===== src/tms_pkg.sv =====
// Purpose: Shared constants and carriers for the transmitter mute/tune sequencer.
// Assumes: 40 MHz system clock; AXI4-Lite register access with 32-bit data.
// Notes:   Every offset, the control reset value and each cycle count used by the design live here.
package tms_pkg;

  // ==========================================================================
  // Timing
  // ==========================================================================
  localparam int unsigned CLK_HZ          = 40_000_000;
  localparam int unsigned HOLD_TIME_S     = 2;
  // Longest-time style figures round down; whole seconds divide exactly here.
  localparam int unsigned HOLD_CYCLES     = HOLD_TIME_S * CLK_HZ;
  localparam int unsigned DEBOUNCE_TIME_US = 1000;
  localparam int unsigned DEBOUNCE_CYCLES = (DEBOUNCE_TIME_US * (CLK_HZ / 1_000_000));
  localparam int unsigned CNT_W           = 32;

  // ==========================================================================
  // Register map (byte addresses)
  // ==========================================================================
  localparam logic [3:0] REG_CTRL   = 4'h0;
  localparam logic [3:0] REG_STATUS = 4'h4;
  localparam logic [3:0] REG_OUTS   = 4'h8;

  // Control register fields.
  localparam int unsigned CTRL_STANDBY = 0;
  localparam int unsigned CTRL_LSB     = 1;
  localparam int unsigned CTRL_MODE_LO = 2;
  localparam int unsigned CTRL_W       = 4;
  localparam logic [CTRL_W-1:0] CTRL_RESET_VAL = 4'h0;

  // Selectable transmission modes.
  localparam logic [1:0] MODE_SSB16 = 2'h0;
  localparam logic [1:0] MODE_DSB26 = 2'h1;
  localparam logic [1:0] MODE_CW    = 2'h2;

  localparam logic [1:0] RESP_OKAY   = 2'h0;
  localparam logic [1:0] RESP_SLVERR = 2'h2;

  // ==========================================================================
  // Carriers
  // ==========================================================================
  typedef struct packed {
    logic standby_n;          // Low energizes the amplifier standby relay.
    logic mute_n;             // Low mutes output stage and amplifier.
    logic stage_mute;         // Combined mute, high while any source active.
    logic reset_lamp;
    logic lock_lamp;
    logic ready_lamp;
    logic coarse_tune;
    logic tune;
    logic mode_enable;
    logic carrier_insert;
    logic atten16;
    logic atten26;
    logic ch1_atten;
    logic ch2_atten;
    logic sideband_route_relay;
    logic dual_channel_route_relay;
    logic tone_osc;
    logic ch1_agc_off;
    logic ch1_mute;
    logic full_power_atten;
    logic low_power_inhibit;
  } tms_out_t;

  typedef struct packed {
    logic [1:0] sync_a;
    logic [1:0] sync_b;
    logic       level;
    logic [CNT_W-1:0] cnt;
  } tms_deb_t;

endpackage


===== src/tms_sequencer.sv =====
// Purpose: Mute, tune and mode sequencer of a transmitter drive unit.
// Assumes: Single 40 MHz clock; pins are asynchronous and pass a four-flop synchroniser.
// Notes:   Registers reachable over AXI4-Lite; control and response outputs are registered, AXI ready outputs are decoded from state.
//
// Overview of operation
// - Standby command drives the standby output low.
// - Falling edge of lock signal sets the frequency-change fault latch.
// - Fault latch set: mute asserted, mute line low, reset lamp lit.
// - Lock lamp follows lock: off during loss, on again after.
// - Active-low mute line mutes output stage and goes to amplifier.
// - Not-ready asserts tune with its channel, carrier and attenuator actions.
// - Not-ready removes mode selector enable; mode changes ignored.
// - Reset press asserts coarse-tune-initiate towards the tuner.
// - Reset press starts a 2 second one-shot that clears the latch.
// - Mute released once latch clear and no other mute source.
// - Reset press turns off the reset lamp.
// - Ready deasserts tune and reverses all tune actions.
// - Ready restores the mode selector enable.
// - Ready lights ready lamp; operate on previously selected mode.
// - Minus-16 mode: carrier, -16dB stage, channel one and two attenuators.
// - Lower sideband energizes the sideband route relay.
// - Dual-sideband mode ignores sideband selector, energizes dual relay, ch1 atten.
// - Dual-sideband mode enables carrier and -26dB stage.
// - CW mode: tone on, ch1 gain amplifier off, sideband routing applied.
// - Stage mute is OR of sources including key idle.
// - Key mute stays released 2 seconds after keying stops.
`timescale 1ns/10ps

module tms_sequencer #(
  parameter int unsigned HOLD_CYCLES     = tms_pkg::HOLD_CYCLES,
  parameter int unsigned DEBOUNCE_CYCLES = tms_pkg::DEBOUNCE_CYCLES
) (
  input  wire logic                  clk,
  input  wire logic                  rst_b,
  // Front panel and partner pins, asynchronous.
  input  wire logic                  reset_button,
  input  wire logic                  key_pressed,
  input  wire logic                  amp_not_ready,
  input  wire logic                  synth_lock,
  // AXI4-Lite slave.
  input  wire logic [3:0]            s_axi_awaddr,
  input  wire logic                  s_axi_awvalid,
  output logic                       s_axi_awready,
  input  wire logic [31:0]           s_axi_wdata,
  input  wire logic [3:0]            s_axi_wstrb,
  input  wire logic                  s_axi_wvalid,
  output logic                       s_axi_wready,
  output logic [1:0]                 s_axi_bresp,
  output logic                       s_axi_bvalid,
  input  wire logic                  s_axi_bready,
  input  wire logic [3:0]            s_axi_araddr,
  input  wire logic                  s_axi_arvalid,
  output logic                       s_axi_arready,
  output logic [31:0]                s_axi_rdata,
  output logic [1:0]                 s_axi_rresp,
  output logic                       s_axi_rvalid,
  input  wire logic                  s_axi_rready,
  // Control outputs.
  output tms_pkg::tms_out_t          ctl
);

  // ==========================================================================
  // State
  // ==========================================================================
  typedef struct packed {
    tms_pkg::tms_deb_t [3:0]          deb;
    logic [3:0]                       deb_prev;
    logic                             fault;
    logic [tms_pkg::CNT_W-1:0]        shot_cnt;
    logic [tms_pkg::CNT_W-1:0]        key_cnt;
    logic [tms_pkg::CTRL_W-1:0]       ctrl;
    logic [1:0]                       mode_act;
    logic                             lsb_act;
    logic                             aw_got;
    logic                             w_got;
    logic [3:0]                       aw_addr;
    logic [31:0]                      w_data;
    logic [3:0]                       w_strb;
    logic                             bvalid;
    logic [1:0]                       bresp;
    logic                             rvalid;
    logic [31:0]                      rdata;
    logic [1:0]                       rresp;
    tms_pkg::tms_out_t                out;
  } tms_state_t;

  tms_state_t s_q;
  tms_state_t s_d;

  logic [3:0] pin_raw;
  assign pin_raw = {synth_lock, amp_not_ready, key_pressed, reset_button};

  // Debounced input indices.
  localparam int unsigned I_RST  = 0;
  localparam int unsigned I_KEY  = 1;
  localparam int unsigned I_NRDY = 2;
  localparam int unsigned I_LOCK = 3;

  // ==========================================================================
  // Input conditioning
  // ==========================================================================
  // Each pin passes four flops, then must hold a new level for the debounce
  // time before it is accepted; contact bounce would otherwise retrigger.
  tms_pkg::tms_deb_t [3:0] deb_d;
  genvar gi;
  generate
    for (gi = 0; gi < 4; gi++)
    begin : g_deb
      always_comb
      begin
        deb_d[gi]        = s_q.deb[gi];
        deb_d[gi].sync_a = {s_q.deb[gi].sync_a[0], pin_raw[gi]};
        deb_d[gi].sync_b = {s_q.deb[gi].sync_b[0], s_q.deb[gi].sync_a[1]};
        if (s_q.deb[gi].sync_b[1] == s_q.deb[gi].level)
        begin
          deb_d[gi].cnt = '0;
        end
        else if (s_q.deb[gi].cnt >= DEBOUNCE_CYCLES[tms_pkg::CNT_W-1:0])
        begin
          deb_d[gi].level = s_q.deb[gi].sync_b[1];
          deb_d[gi].cnt   = '0;
        end
        else
        begin
          deb_d[gi].cnt = s_q.deb[gi].cnt + 1'b1;
        end
      end
    end
  endgenerate

  // ==========================================================================
  // Next-state logic
  // ==========================================================================
  logic [3:0]  lvl;
  logic        rst_press;
  logic        lock_loss;
  logic        ready;
  logic        shot_active;
  logic        key_release;
  logic        do_write;
  logic [31:0] rd_word;
  logic [1:0]  mode_sel;

  always_comb
  begin
    s_d     = s_q;
    s_d.deb = deb_d;
    for (int i = 0; i < 4; i++)
    begin
      lvl[i] = s_q.deb[i].level;
    end
    s_d.deb_prev = lvl;
    rst_press    = lvl[I_RST] & ~s_q.deb_prev[I_RST];
    lock_loss    = ~lvl[I_LOCK] & s_q.deb_prev[I_LOCK];
    ready        = ~lvl[I_NRDY];
    shot_active  = (s_q.shot_cnt != '0);

    // The one-shot restarts on each press and holds the latch cleared while
    // it runs; a lock loss during that window is therefore not latched.
    if (rst_press)
    begin
      s_d.shot_cnt = HOLD_CYCLES[tms_pkg::CNT_W-1:0];
    end
    else if (shot_active)
    begin
      s_d.shot_cnt = s_q.shot_cnt - 1'b1;
    end

    if (rst_press || shot_active)
    begin
      s_d.fault = 1'b0;
    end
    else if (lock_loss)
    begin
      s_d.fault = 1'b1;
    end

    // Key hold: any key-down time reloads the count, release mutes after it.
    if (lvl[I_KEY])
    begin
      s_d.key_cnt = HOLD_CYCLES[tms_pkg::CNT_W-1:0];
    end
    else if (s_q.key_cnt != '0)
    begin
      s_d.key_cnt = s_q.key_cnt - 1'b1;
    end
    key_release = lvl[I_KEY] | (s_q.key_cnt != '0);

    // Mode selection only latches while the selector is enabled.
    mode_sel = s_q.ctrl[tms_pkg::CTRL_MODE_LO +: 2];
    if (ready)
    begin
      s_d.mode_act = mode_sel;
      s_d.lsb_act  = s_q.ctrl[tms_pkg::CTRL_LSB];
    end

    // Outputs.
    s_d.out.standby_n   = ~s_q.ctrl[tms_pkg::CTRL_STANDBY];
    s_d.out.stage_mute  = s_q.fault | ~key_release;
    s_d.out.mute_n      = ~s_q.fault;
    s_d.out.reset_lamp  = s_q.fault;
    s_d.out.lock_lamp   = lvl[I_LOCK];
    s_d.out.coarse_tune = lvl[I_RST];
    s_d.out.tune        = ~ready;
    s_d.out.ready_lamp  = ready;
    s_d.out.mode_enable = ready;
    s_d.out.ch1_mute          = ~ready;
    s_d.out.full_power_atten  = ~ready;
    s_d.out.low_power_inhibit = ~ready;
    s_d.out.carrier_insert = ~ready
                           | (s_q.mode_act == tms_pkg::MODE_SSB16)
                           | (s_q.mode_act == tms_pkg::MODE_DSB26);
    s_d.out.atten16   = ready & (s_q.mode_act == tms_pkg::MODE_SSB16);
    s_d.out.atten26   = ready & (s_q.mode_act == tms_pkg::MODE_DSB26);
    s_d.out.ch1_atten = (s_q.mode_act == tms_pkg::MODE_SSB16)
                      | (s_q.mode_act == tms_pkg::MODE_DSB26);
    s_d.out.ch2_atten = (s_q.mode_act == tms_pkg::MODE_SSB16);
    s_d.out.sideband_route_relay = s_q.lsb_act
                      & (s_q.mode_act != tms_pkg::MODE_DSB26);
    s_d.out.dual_channel_route_relay =
                        (s_q.mode_act == tms_pkg::MODE_DSB26);
    s_d.out.tone_osc    = (s_q.mode_act == tms_pkg::MODE_CW);
    s_d.out.ch1_agc_off = (s_q.mode_act == tms_pkg::MODE_CW);

    // AXI4-Lite write: address and data taken in either order.
    if (s_axi_awvalid && !s_q.aw_got && !s_q.bvalid)
    begin
      s_d.aw_got  = 1'b1;
      s_d.aw_addr = s_axi_awaddr;
    end
    if (s_axi_wvalid && !s_q.w_got && !s_q.bvalid)
    begin
      s_d.w_got  = 1'b1;
      s_d.w_data = s_axi_wdata;
      s_d.w_strb = s_axi_wstrb;
    end
    do_write = s_q.aw_got && s_q.w_got && !s_q.bvalid;
    if (do_write)
    begin
      s_d.aw_got = 1'b0;
      s_d.w_got  = 1'b0;
      s_d.bvalid = 1'b1;
      s_d.bresp  = tms_pkg::RESP_OKAY;
      if (s_q.aw_addr == tms_pkg::REG_CTRL)
      begin
        if (s_q.w_strb[0])
        begin
          s_d.ctrl = s_q.w_data[tms_pkg::CTRL_W-1:0];
        end
      end
      else if ((s_q.aw_addr != tms_pkg::REG_STATUS) && (s_q.aw_addr != tms_pkg::REG_OUTS))
      begin
        s_d.bresp = tms_pkg::RESP_SLVERR;
      end
    end
    else if (s_q.bvalid && s_axi_bready)
    begin
      s_d.bvalid = 1'b0;
    end

    // AXI4-Lite read: one cycle after the address is taken.
    case (s_axi_araddr)
      tms_pkg::REG_CTRL:   rd_word = {28'h0, s_q.ctrl};
      tms_pkg::REG_STATUS: rd_word = {24'h0, ready, s_q.fault, s_q.lsb_act,
                                      s_q.mode_act, lvl[I_LOCK], lvl[I_KEY], key_release};
      tms_pkg::REG_OUTS:   rd_word = {11'h0, s_q.out};
      default:             rd_word = 32'h0;
    endcase
    if (s_axi_arvalid && !s_q.rvalid)
    begin
      s_d.rvalid = 1'b1;
      s_d.rdata  = rd_word;
      s_d.rresp  = (s_axi_araddr == tms_pkg::REG_CTRL || s_axi_araddr == tms_pkg::REG_STATUS
                    || s_axi_araddr == tms_pkg::REG_OUTS) ? tms_pkg::RESP_OKAY
                                                          : tms_pkg::RESP_SLVERR;
    end
    else if (s_q.rvalid && s_axi_rready)
    begin
      s_d.rvalid = 1'b0;
    end
  end

  // ==========================================================================
  // State register
  // ==========================================================================
  // Reset values put the device in standby-off, unmuted latch, tune pending.
  always_ff @(posedge clk or negedge rst_b)
  begin
    if (!rst_b)
    begin
      s_q                 <= '0;
      s_q.ctrl            <= tms_pkg::CTRL_RESET_VAL;
      s_q.out.standby_n   <= 1'b1;
      s_q.out.mute_n      <= 1'b1;
    end
    else
    begin
      s_q <= s_d;
    end
  end

  // ==========================================================================
  // Output drive
  // ==========================================================================
  // Control and response outputs are fields of the registered state; the AXI ready outputs are gated from it.
  assign ctl           = s_q.out;
  assign s_axi_awready = !s_q.aw_got && !s_q.bvalid;
  assign s_axi_wready  = !s_q.w_got && !s_q.bvalid;
  assign s_axi_bvalid  = s_q.bvalid;
  assign s_axi_bresp   = s_q.bresp;
  assign s_axi_arready = !s_q.rvalid;
  assign s_axi_rvalid  = s_q.rvalid;
  assign s_axi_rdata   = s_q.rdata;
  assign s_axi_rresp   = s_q.rresp;

endmodule // tms_sequencer


===== config.mk =====
export PLATFORM = sky130hd
export DESIGN_NAME = tms_sequencer
export DESIGN_NICKNAME = d
export VERILOG_FILES = /design/src/tms_pkg.sv /design/src/tms_sequencer.sv
export SDC_FILE = /design/constraint.sdc
export NUM_CORES = 1
export LEC_CHECK = 0
export ABC_CLOCK_PERIOD_IN_PS = 2600
export BUFFER_PORTS_ARGS = -buffer_cell sky130_fd_sc_hd__buf_2
export CORE_MARGIN = 2
export CORE_UTILIZATION = 33
export CTS_BUF_LIST = sky130_fd_sc_hd__clkbuf_4 sky130_fd_sc_hd__clkbuf_8 sky130_fd_sc_hd__clkbuf_16
export DETAILED_ROUTE_END_ITERATION = 8
export GPL_TIMING_DRIVEN = 0
export MAX_ROUTING_LAYER = met4
export PLACE_DENSITY_LB_ADDON = 0.15
export SYNTH_ARGS = -nofsm -noshare
export SYNTH_HDL_FRONTEND = slang
export SYNTH_SLANG_ARGS = --single-unit

===== constraint.sdc =====
create_clock -name clk -period 2.6 [get_ports clk]
set_input_delay 0.26 -clock clk [delete_from_list [all_inputs] [get_ports clk]]
set_output_delay 0.26 -clock clk [all_outputs]
set_load 0.01 [all_outputs]

# Word level (Yosys, flattened, before mapping)
# Cells that the tools add are included.
# W data, S select, Z words.
[word_totals]
regBits = 289
input_bits = 55
elab_cells = 151
[op_classes]
n_addsub = 6
magnitude_cmp = 4
bitwise_logic = 20
eq_ne = 11
muxes = 25
n_reduce_logical = 36
[ops]
columns = ["cell", "n"]
rows = [
  ["$mux W32", 12],
  ["$add A32 B1 Y32 const B", 4],
  ["$ge A32 B16 Y1 const B", 4],
  ["$reduce_bool A32 Y1", 2],
  ["$sub A32 B1 Y32 const B", 2],
  ["$pmux W21 S3", 1],
  ["$reduce_bool A2 Y1", 7],
  ["$logic_and A1 B1 Y1", 12],
  ["$not A1 Y1", 10],
  ["$logic_not A4 Y1", 2],
  ["$mux W1", 8],
  ["$mux W2", 4],
  ["$reduce_and A2 Y1", 4],
  ["$and A1 B1 Y1", 5],
  ["$or A1 B1 Y1", 5],
  ["$eq A1 B1 Y1", 4],
  ["$eq A4 B3 Y1 const B", 1],
  ["$eq A4 B4 Y1 const B", 1],
  ["$logic_not A1 Y1", 4],
  ["$ne A4 B3 Y1 const B", 1],
  ["$ne A4 B4 Y1 const B", 1],
  ["$logic_or A1 B1 Y1", 3],
  ["$reduce_and A3 Y1", 1],
  ["$eq A2 B1 Y1 const B", 1],
  ["3 further kinds", 3],
]

# Depth between registers and ports, before layout
# Gate-level depths: netlist of the first run.
[depth]
depth_word = 5
ltp_mapped = 9
mapped_depth_nobuf = 7

# Least setup slack after synthesis of the first run
# OpenSTA, ideal clock, no wires.
[synth_timing]
path_kind = "reg-to-reg"
startpoint = "register s_q[118] (netlist bit)"
endpoint = "register s_q (netlist bit s_axi_rdata[0])"
synth_period_minus_slack_ns = 2.541
required_time_ns = 2.460
stages_incl_launch_ff = 9
t_arrival_ns = 2.401
path_slack_ns = 0.059
path_cell_list = "dfrtp_1 -> or4_1 -> buf_2 -> or4_1 -> buf_2 -> or3_1 -> buf_2 -> o211ai_2 -> o311ai_1"
[synth_via]
elab_chain_cells = 3
[synth_rtl]
columns = ["element", "line", "rtl"]
rows = [
  ["start, declared", "tms_sequencer.sv:87", "tms_state_t s_q;"],
  ["$reduce_bool A32 Y1", "tms_sequencer.sv:187", "key_release = lvl[I_KEY] | (s_q.key_cnt != '0);"],
  ["$or A1 B1 Y1", "tms_sequencer.sv:187", ""],
  ["$pmux W21 S3", "tms_sequencer.sv:262", "case (s_axi_araddr)"],
]
# Every way passes these cells.
# A chain may end at the register's enable or synchronous reset.

# Final worst setup path of the first run
[layout_timing]
startpoint = "register s_q[119] (netlist bit)"
endpoint = "register s_q (netlist bit s_axi_rdata[0])"
# The elaborated chain is that of the path after synthesis.

==> results.ini, run 1 <==
[setup_path]
critical_path_arrival_ns=2.96
cp-end-kind=flop
critPathMaxFanout=5
crit_required_ns=3.01
crit_type=reg -> reg
cp-start-kind=flop

[die]
rows=68
die_width_um=190
start_util_pct=33.3
die-area_sq_um=36200
ios=117
core_sq_um=34400
die_h_um=190

[timing]
finClkSkew_ns=0.00589
finalMaxSlewViolations=0
setup_viol_count_final=0
rsz0062_at_grt=false
max_slew_margin_pct=40.1
timing.fmax_mhz=393
worst_slack_ns=0.0564
hold_viol=0
worst_pin_slew_ns=0.898
timing.final.crit_share_pct=97.8
period_minus_slack_ns=2.54

[detailed_routing]
avgRoutedWirePerCell_um=14.1
drtIter0Drc=383
viasPerCell=4.59
drt_wl_total_um=24100
remaining_drc_errors=0
firstDrtPassIters=4
num_vias=7848
ant_nets=0

[finish]
finish.utilization_pct=41.5
fin_nets=1299
n_antenna_cell=0
layout_commonest_cell=dfrtp_1
drive_above_1_share_pct=21.4
area_growth_syn_to_layout_pct=24.7
final_cell_mix=dfrtp_1, nor2_1, conb_1, buf_2, buf_4

[logic_synthesis]
ys_top_cells_by_area=dfrtp_1, buf_4, nor2_1, xor2_1, xnor2_1
synth_edf_count=0
synth_area_sq_um=11400
post_synth_num_cell_types=57
ys_async_sr_fraction_pct=100
yosysTopAreaCell=dfrtp_1
avgSynthCellArea_sq_um=11.2
netlist.area_leader.share_pct=58.8
syn-instance-count=1019
seq_area_frac_synth_pct=59.3
ys_warn_count=0
ys_ff_latch=271
synthFlopType=dfrtp_1

[run_status]
status=finished clean

[pwr]
p_leak_nw=6.31
power.switching_w=0.00278
combPwrFrac_pct=13.1
p_int_w=0.00812
switching_share_pct=25.5
p_seq_share_pct=45.4
p_per_area_nw_per_um2=764
pwr-share-clk_pct=41.5
ir_drop_v=0.000487
power.total_w=0.0109

[clock_network]
clock_path_buffers=3
cts_root_buf=clkbuf_16
cts_sinks=271
path_clk_slew_ns=0.06
numCtsBuffers=30
clock_latency_ns=0.55
cts_tree=built
cts-htree-levels=1

[global_routing]
track_usage_pct=14.2
grt_pass1_vias=7685
antenna_found_initial=0
overflow=0
grt_pass1_wl_um=40500
grt_max_degree=107

[place]
dp_slack_ns=-0.569
port_buffers=71
gp_congestion=0.745
hpwl_um=16000

[min_path]
hp-class=in -> reg

[flow_run]
drv_cap=0

==> power by group through the flow <==
stage                     clock (W)  sequential, W  combinational, W
after floorplan                   0        0.00491          0.000923
final                       0.00452        0.00495           0.00143
after global placement            0        0.00501           0.00133
after CTS                   0.00468        0.00495           0.00144
after global routing        0.00490        0.00500           0.00159
after detailed placement          0        0.00501           0.00136
==> Yosys cell counts, types with 10 or more instances <==
cell type / number
a22o_1: 14
clkbuf_1: 23
nor2_1: 114
nor4_1: 26
inv_1: 25
o21ai_0: 27
xor2_1: 43
nand4_1: 20
or3_1: 23
nand3_1: 41
nand2_1: 57
o31ai_1: 16
or4_1: 32
mux2_2: 21
dfrtp_1: 269
nor2b_1: 11
buf_4: 58
a21oi_1: 36
nor3_1: 22
and3_1: 15
xnor2_1: 33
ha_1: 10
==> timing repair <==
action                                  CTS  global route
gates resized for setup                  27            22
buffers inserted                         17             1
pin swaps                                10             5
hold endpoints to repair                100             0
hold buffers                             16             0
cloned                                    2             0
endpoints found under the setup margin   45            46
==> flip-flops by register name, indices dropped and copies added, names as in the netlist <==
| register | count |
|---|---|
| ctl | 13 |
| deb_d | 12 |
| lvl | 4 |
| mode_sel | 2 |
| s_axi_bresp | 1 |
| s_axi_bvalid | 1 |
| s_axi_rdata | 20 |
| s_axi_rresp | 1 |
| s_axi_rvalid | 1 |
| s_d | 1 |
| s_q | 215 |
==> worst max-delay path: stages (launching register included) <==
cell,delay (ns)
dfrtp_1,0.38
or4_4,0.54
buf_6,0.14
or4_4,0.52
or3_4,0.43
buf_6,0.15
o211ai_2,0.13
o311ai_1,0.11
==> path summary, 6_finish.rpt <==
check                      cells past startpoint            start  slack, ns        endpoint
max                                            7         s_q[119]       0.06  s_axi_rdata[0]
max in group asynchronous                      3            rst_b       1.30        s_q[185]
max reg2reg                                    7         s_q[119]       0.06  s_axi_rdata[0]
min in group asynchronous                      2            rst_b       0.31        s_q[123]
min                                            3  s_axi_araddr[3]       0.08  s_axi_rresp[1]
min reg2reg                                    0       deb_d[108]       0.35        s_q[285]
==> per-layer routing <==
metal  global-route usage, %  vias up  part of all wire [%]
li1                        -     3897                     -
met1                    19.6     3836                    49
met2                    22.0       79                    46
met3                    2.18       36                   3.0
met4                    3.31        0                   1.9
met5                       -        -                     0
==> stage by stage <==
| stage | instances | cell area (sq um) | hold slack, ns | TNS [ns] |
|---|---|---|---|---|
| 5_1_grt | 1710 | 14300 | 0.0842 | 0 |
| 2_1_floorplan | 1095 | 11700 | -0.0356 | 0 |
| 3_5_place_dp | 1623 | 12700 | 0.333 | -9.47 |
| 4_1_cts | 1711 | 14200 | 0.0540 | -0.00424 |
| 3_3_place_gp | 1621 | 12700 | 0.336 | -1076.29 |
| 6_report | 1710 | 14300 | 0.0782 | 0 |
==> kinds of logic (layout without fill, tap and decap cells) <==
logic type	after synthesis	in the layout	share of synthesized area (%)
xor+xnor	76	76	5.82
buf+inv	111	271	5.60
flops	271	271	59.3
fa+ha+maj	10	10	1.09
compound gates	135	135	7.85
simple gates	387	387	17.6
mux	28	28	2.68
other cells	1	77	0.0328
==> area by class of cell <==
type	count	area, sq um
inverters	25	93.8
clock inverters	13	211
fillers	3354	20100
multi-input cells	713	4450
repair buffers	109	733
clock buffers	40	863
flip-flops and latches	271	6780
well taps	455	569
plain buffers	84	562
Note: power is estimated with default switching activity, not from simulation.
==> run 2: changes to the inputs <==
- ABC_CLOCK_PERIOD_IN_PS: 2600 -> 2840
- clock period: 2.6 -> 2.84 ns (I/O delays scaled with it)
==> run 2 against run 1 <==
  * Critical path depth rose by 1
  * Cell count fell by 0.58%
  * Register-to-register slack improved by 0.04 ns
  * Non-clock buffer count fell by 10
  * Die area did not move
  * First-iteration DRC count fell by 6.5%
  * Clock power fell by 8.6%
  * Sequential power fell by 8.5%
  * Worst hold slack improved by 0.027 ns
  * Worst setup slack improved by 0.038 ns
  * Final area fell by 1.3%
  * Largest cell class unchanged
==> results.ini, run 2 (synthesis results as in run 1) <==
[run_status]
status=finished clean  ; unchanged

[min_path]
hp-class=in -> reg  ; unchanged
whs_path_depth=3  ; unchanged
min_to=s_axi_rresp[1]  ; unchanged
holdCritStartpoint=s_axi_araddr[3]  ; unchanged

[timing]
tns_ns=0  ; unchanged
hold_slack_ns=0.105  ; was 0.0782 ns
max_slew_margin_pct=39.1  ; was 40.1%
finClkSkew_ns=0.00627  ; was 0.00589 ns
finalMaxSlewViolations=0  ; unchanged
worst_pin_slew_ns=0.913  ; was 0.898 ns
setup_viol_count_final=0  ; unchanged
timing.fmax_mhz=364  ; was 393 MHz
hold_viol=0  ; unchanged
period_minus_slack_ns=2.75  ; was 2.54 ns
timing.final.crit_share_pct=96.7  ; was 97.8%
worst_slack_ns=0.0943  ; was 0.0564 ns

[setup_path]
cp-end-kind=flop  ; unchanged
cp_common_cell=or4_1
critPathMaxFanout=9  ; was 5
crit_type=reg -> reg  ; unchanged
rrSetupSlack_ns=0.09  ; was 0.06 ns
crit_buf_inv=3  ; was 2
worst_r2r_endpoint=s_axi_rdata[0]  ; unchanged
crit_required_ns=3.25  ; was 3.01 ns
crit_family=simple AND/OR/NAND/NOR gates  ; unchanged
cp-start-kind=flop  ; unchanged
r2r_start=s_q[118]  ; was s_q[119]
max_stage_delay_ns=0.53  ; was 0.54 ns
critical_path_arrival_ns=3.16  ; was 2.96 ns
reg2regPathDepth=8  ; was 7
path_cells=or4_1, buf_4, or4_1, clkbuf_4, or3_1, buf_2, o211ai_2, o311ai_1  ; was or4_4, buf_6, or4_4, or3_4, buf_6, o211ai_2, o311ai_1
crit_slowest_cell=or4_1  ; was or4_4

[detailed_routing]
num_vias=7788  ; was 7848
ant_nets=0  ; unchanged
drt_wl_total_um=23800  ; was 24100 um
remaining_drc_errors=0  ; unchanged
avgRoutedWirePerCell_um=14.0  ; was 14.1 um
firstDrtPassIters=4  ; unchanged
drtIter0Drc=358  ; was 383
viasPerCell=4.58  ; was 4.59

[global_routing]
track_usage_pct=14.0  ; was 14.2%
grt_use_met3_pct=2.18  ; unchanged
antenna_found_initial=0  ; unchanged
grt_max_degree=107  ; unchanged
grt_pass1_vias=7584  ; was 7685
grt_pass1_wl_um=40000  ; was 40500 um
grt.met1_usage_pct=19.4  ; was 19.6%
met2_usage_pct=21.6  ; was 22.0%
busiest_layer=met2  ; unchanged
overflow=0  ; unchanged

[finish]
largest_reg_flops=215  ; unchanged
area_growth_syn_to_layout_pct=23.0  ; was 24.7%
final_cell_mix=dfrtp_1, nor2_1, conb_1, buf_2, buf_4  ; unchanged
drive_above_1_share_pct=19.2  ; was 21.4%
n_antenna_cell=0  ; unchanged
fin_nets=1289  ; was 1299
layout_commonest_cell=dfrtp_1  ; unchanged
top_register=s_q  ; unchanged
fin_cells=1700  ; was 1710

[place]
dp_slack_ns=-0.329  ; was -0.569 ns
dp_cells=1623  ; unchanged
hpwl_um=16000  ; unchanged
gp_congestion=0.745  ; unchanged
port_buffers=71  ; unchanged

[clock_network]
path_clk_slew_ns=0.06  ; about the same
clock_path_buffers=3  ; unchanged
numCtsBuffers=30  ; unchanged
cts_root_buf=clkbuf_16  ; unchanged
cts_sinks=271  ; unchanged
clock_latency_ns=0.55  ; about the same
cts_tree=built  ; unchanged
cts-htree-levels=1  ; unchanged

[die]
rows=68  ; unchanged
die_h_um=190  ; unchanged
core_sq_um=34400  ; unchanged
start_util_pct=33.3  ; unchanged
die-area_sq_um=36200  ; unchanged
ios=117  ; unchanged
die_width_um=190  ; unchanged

[pwr]
power.total_w=0.00995  ; was 0.0109 W
p_per_area_nw_per_um2=707  ; was 764 nW/um^2
ir_drop_v=0.000443  ; was 0.000487 V
p_leak_nw=6.20  ; was 6.31 nW

[flow_run]
drv_cap=0  ; unchanged

==> run 2: cell count changes in the layout (fill, tap and decap cells not counted), moves of 2 or more <==
cell and change:
buf_4 -8, buf_6 -3, clkbuf_1 +3, clkbuf_2 -2
inv_1 +2, inv_2 -2, nand2_1 +2, nand2_2 -2
nor3_4 -2, or4_1 +6, or4_4 -6
==> run 2: what timing repair did <==
item / in CTS / in global routing
pin swaps: 1 / 2
hold buffers: 16 / 0
setup buffers: 0 / 8
endpoints found under the hold margin: 100 / 0
resized for setup: 2 / 13
setup endpoints to repair: 9 / 36
==> run 2: how the worst max path moves through the flow <==
stage	endpoint	start	cells past startpoint	slack (ns)
2_1_floorplan	s_axi_rdata[0]	s_q[118]	8	0.30
3_3_place_gp	s_q[187]	rst_b	1	-3.77
3_5_place_dp	s_q[146]	s_q[142]	6	-0.33
4_1_cts	s_q[125]	s_q[108]	9	0.008
5_1_grt	s_q[118]	s_q[118]	7	-0.02
6_report	s_axi_rdata[0]	s_q[118]	8	0.09
==> run 2: worst register-to-register path: stages (launching register included) <==
cell	delay, ns
dfrtp_1	0.40
or4_1	0.53
buf_4	0.18
or4_1	0.49
clkbuf_4	0.19
or3_1	0.34
buf_2	0.21
o211ai_2	0.16
o311ai_1	0.11
==> run 2: area by class of cell <==
type | instances | area, sq um
Fill cell | 3364 | 20300
Sequential cell | 271 | 6780
Multi-Input combinational cell | 713 | 4360
Clock buffer | 40 | 863
Timing Repair Buffer | 97 | 644
Tap cell | 455 | 569
Buffer | 86 | 556
Clock inverter | 13 | 211
Inverter | 25 | 93.8
==> run 2: metrics by stage <==
step                      util [%]  cell area, sq um
final                         41.0             14100
after global routing          41.0             14100
after CTS                     40.6             14000
after detailed placement      37.0             12700
after global placement        36.8             12700
after floorplan                  -             11700
==> run 2: power by group <==
part	internal (W)	switching, W
clock	0.00258	0.00155
combinational	0.000617	0.000672
sequential	0.00423	0.000304
==> run 2: metal layers <==
metal / wire length (um) / share of wire, % / up-vias
met2: 11000 / 46 / 83
li1: - / - / 3867
met4: 439 / 1.8 / 0
met3: 742 / 3.1 / 36
met5: 0 / 0 / -
met1: 11600 / 49 / 3802
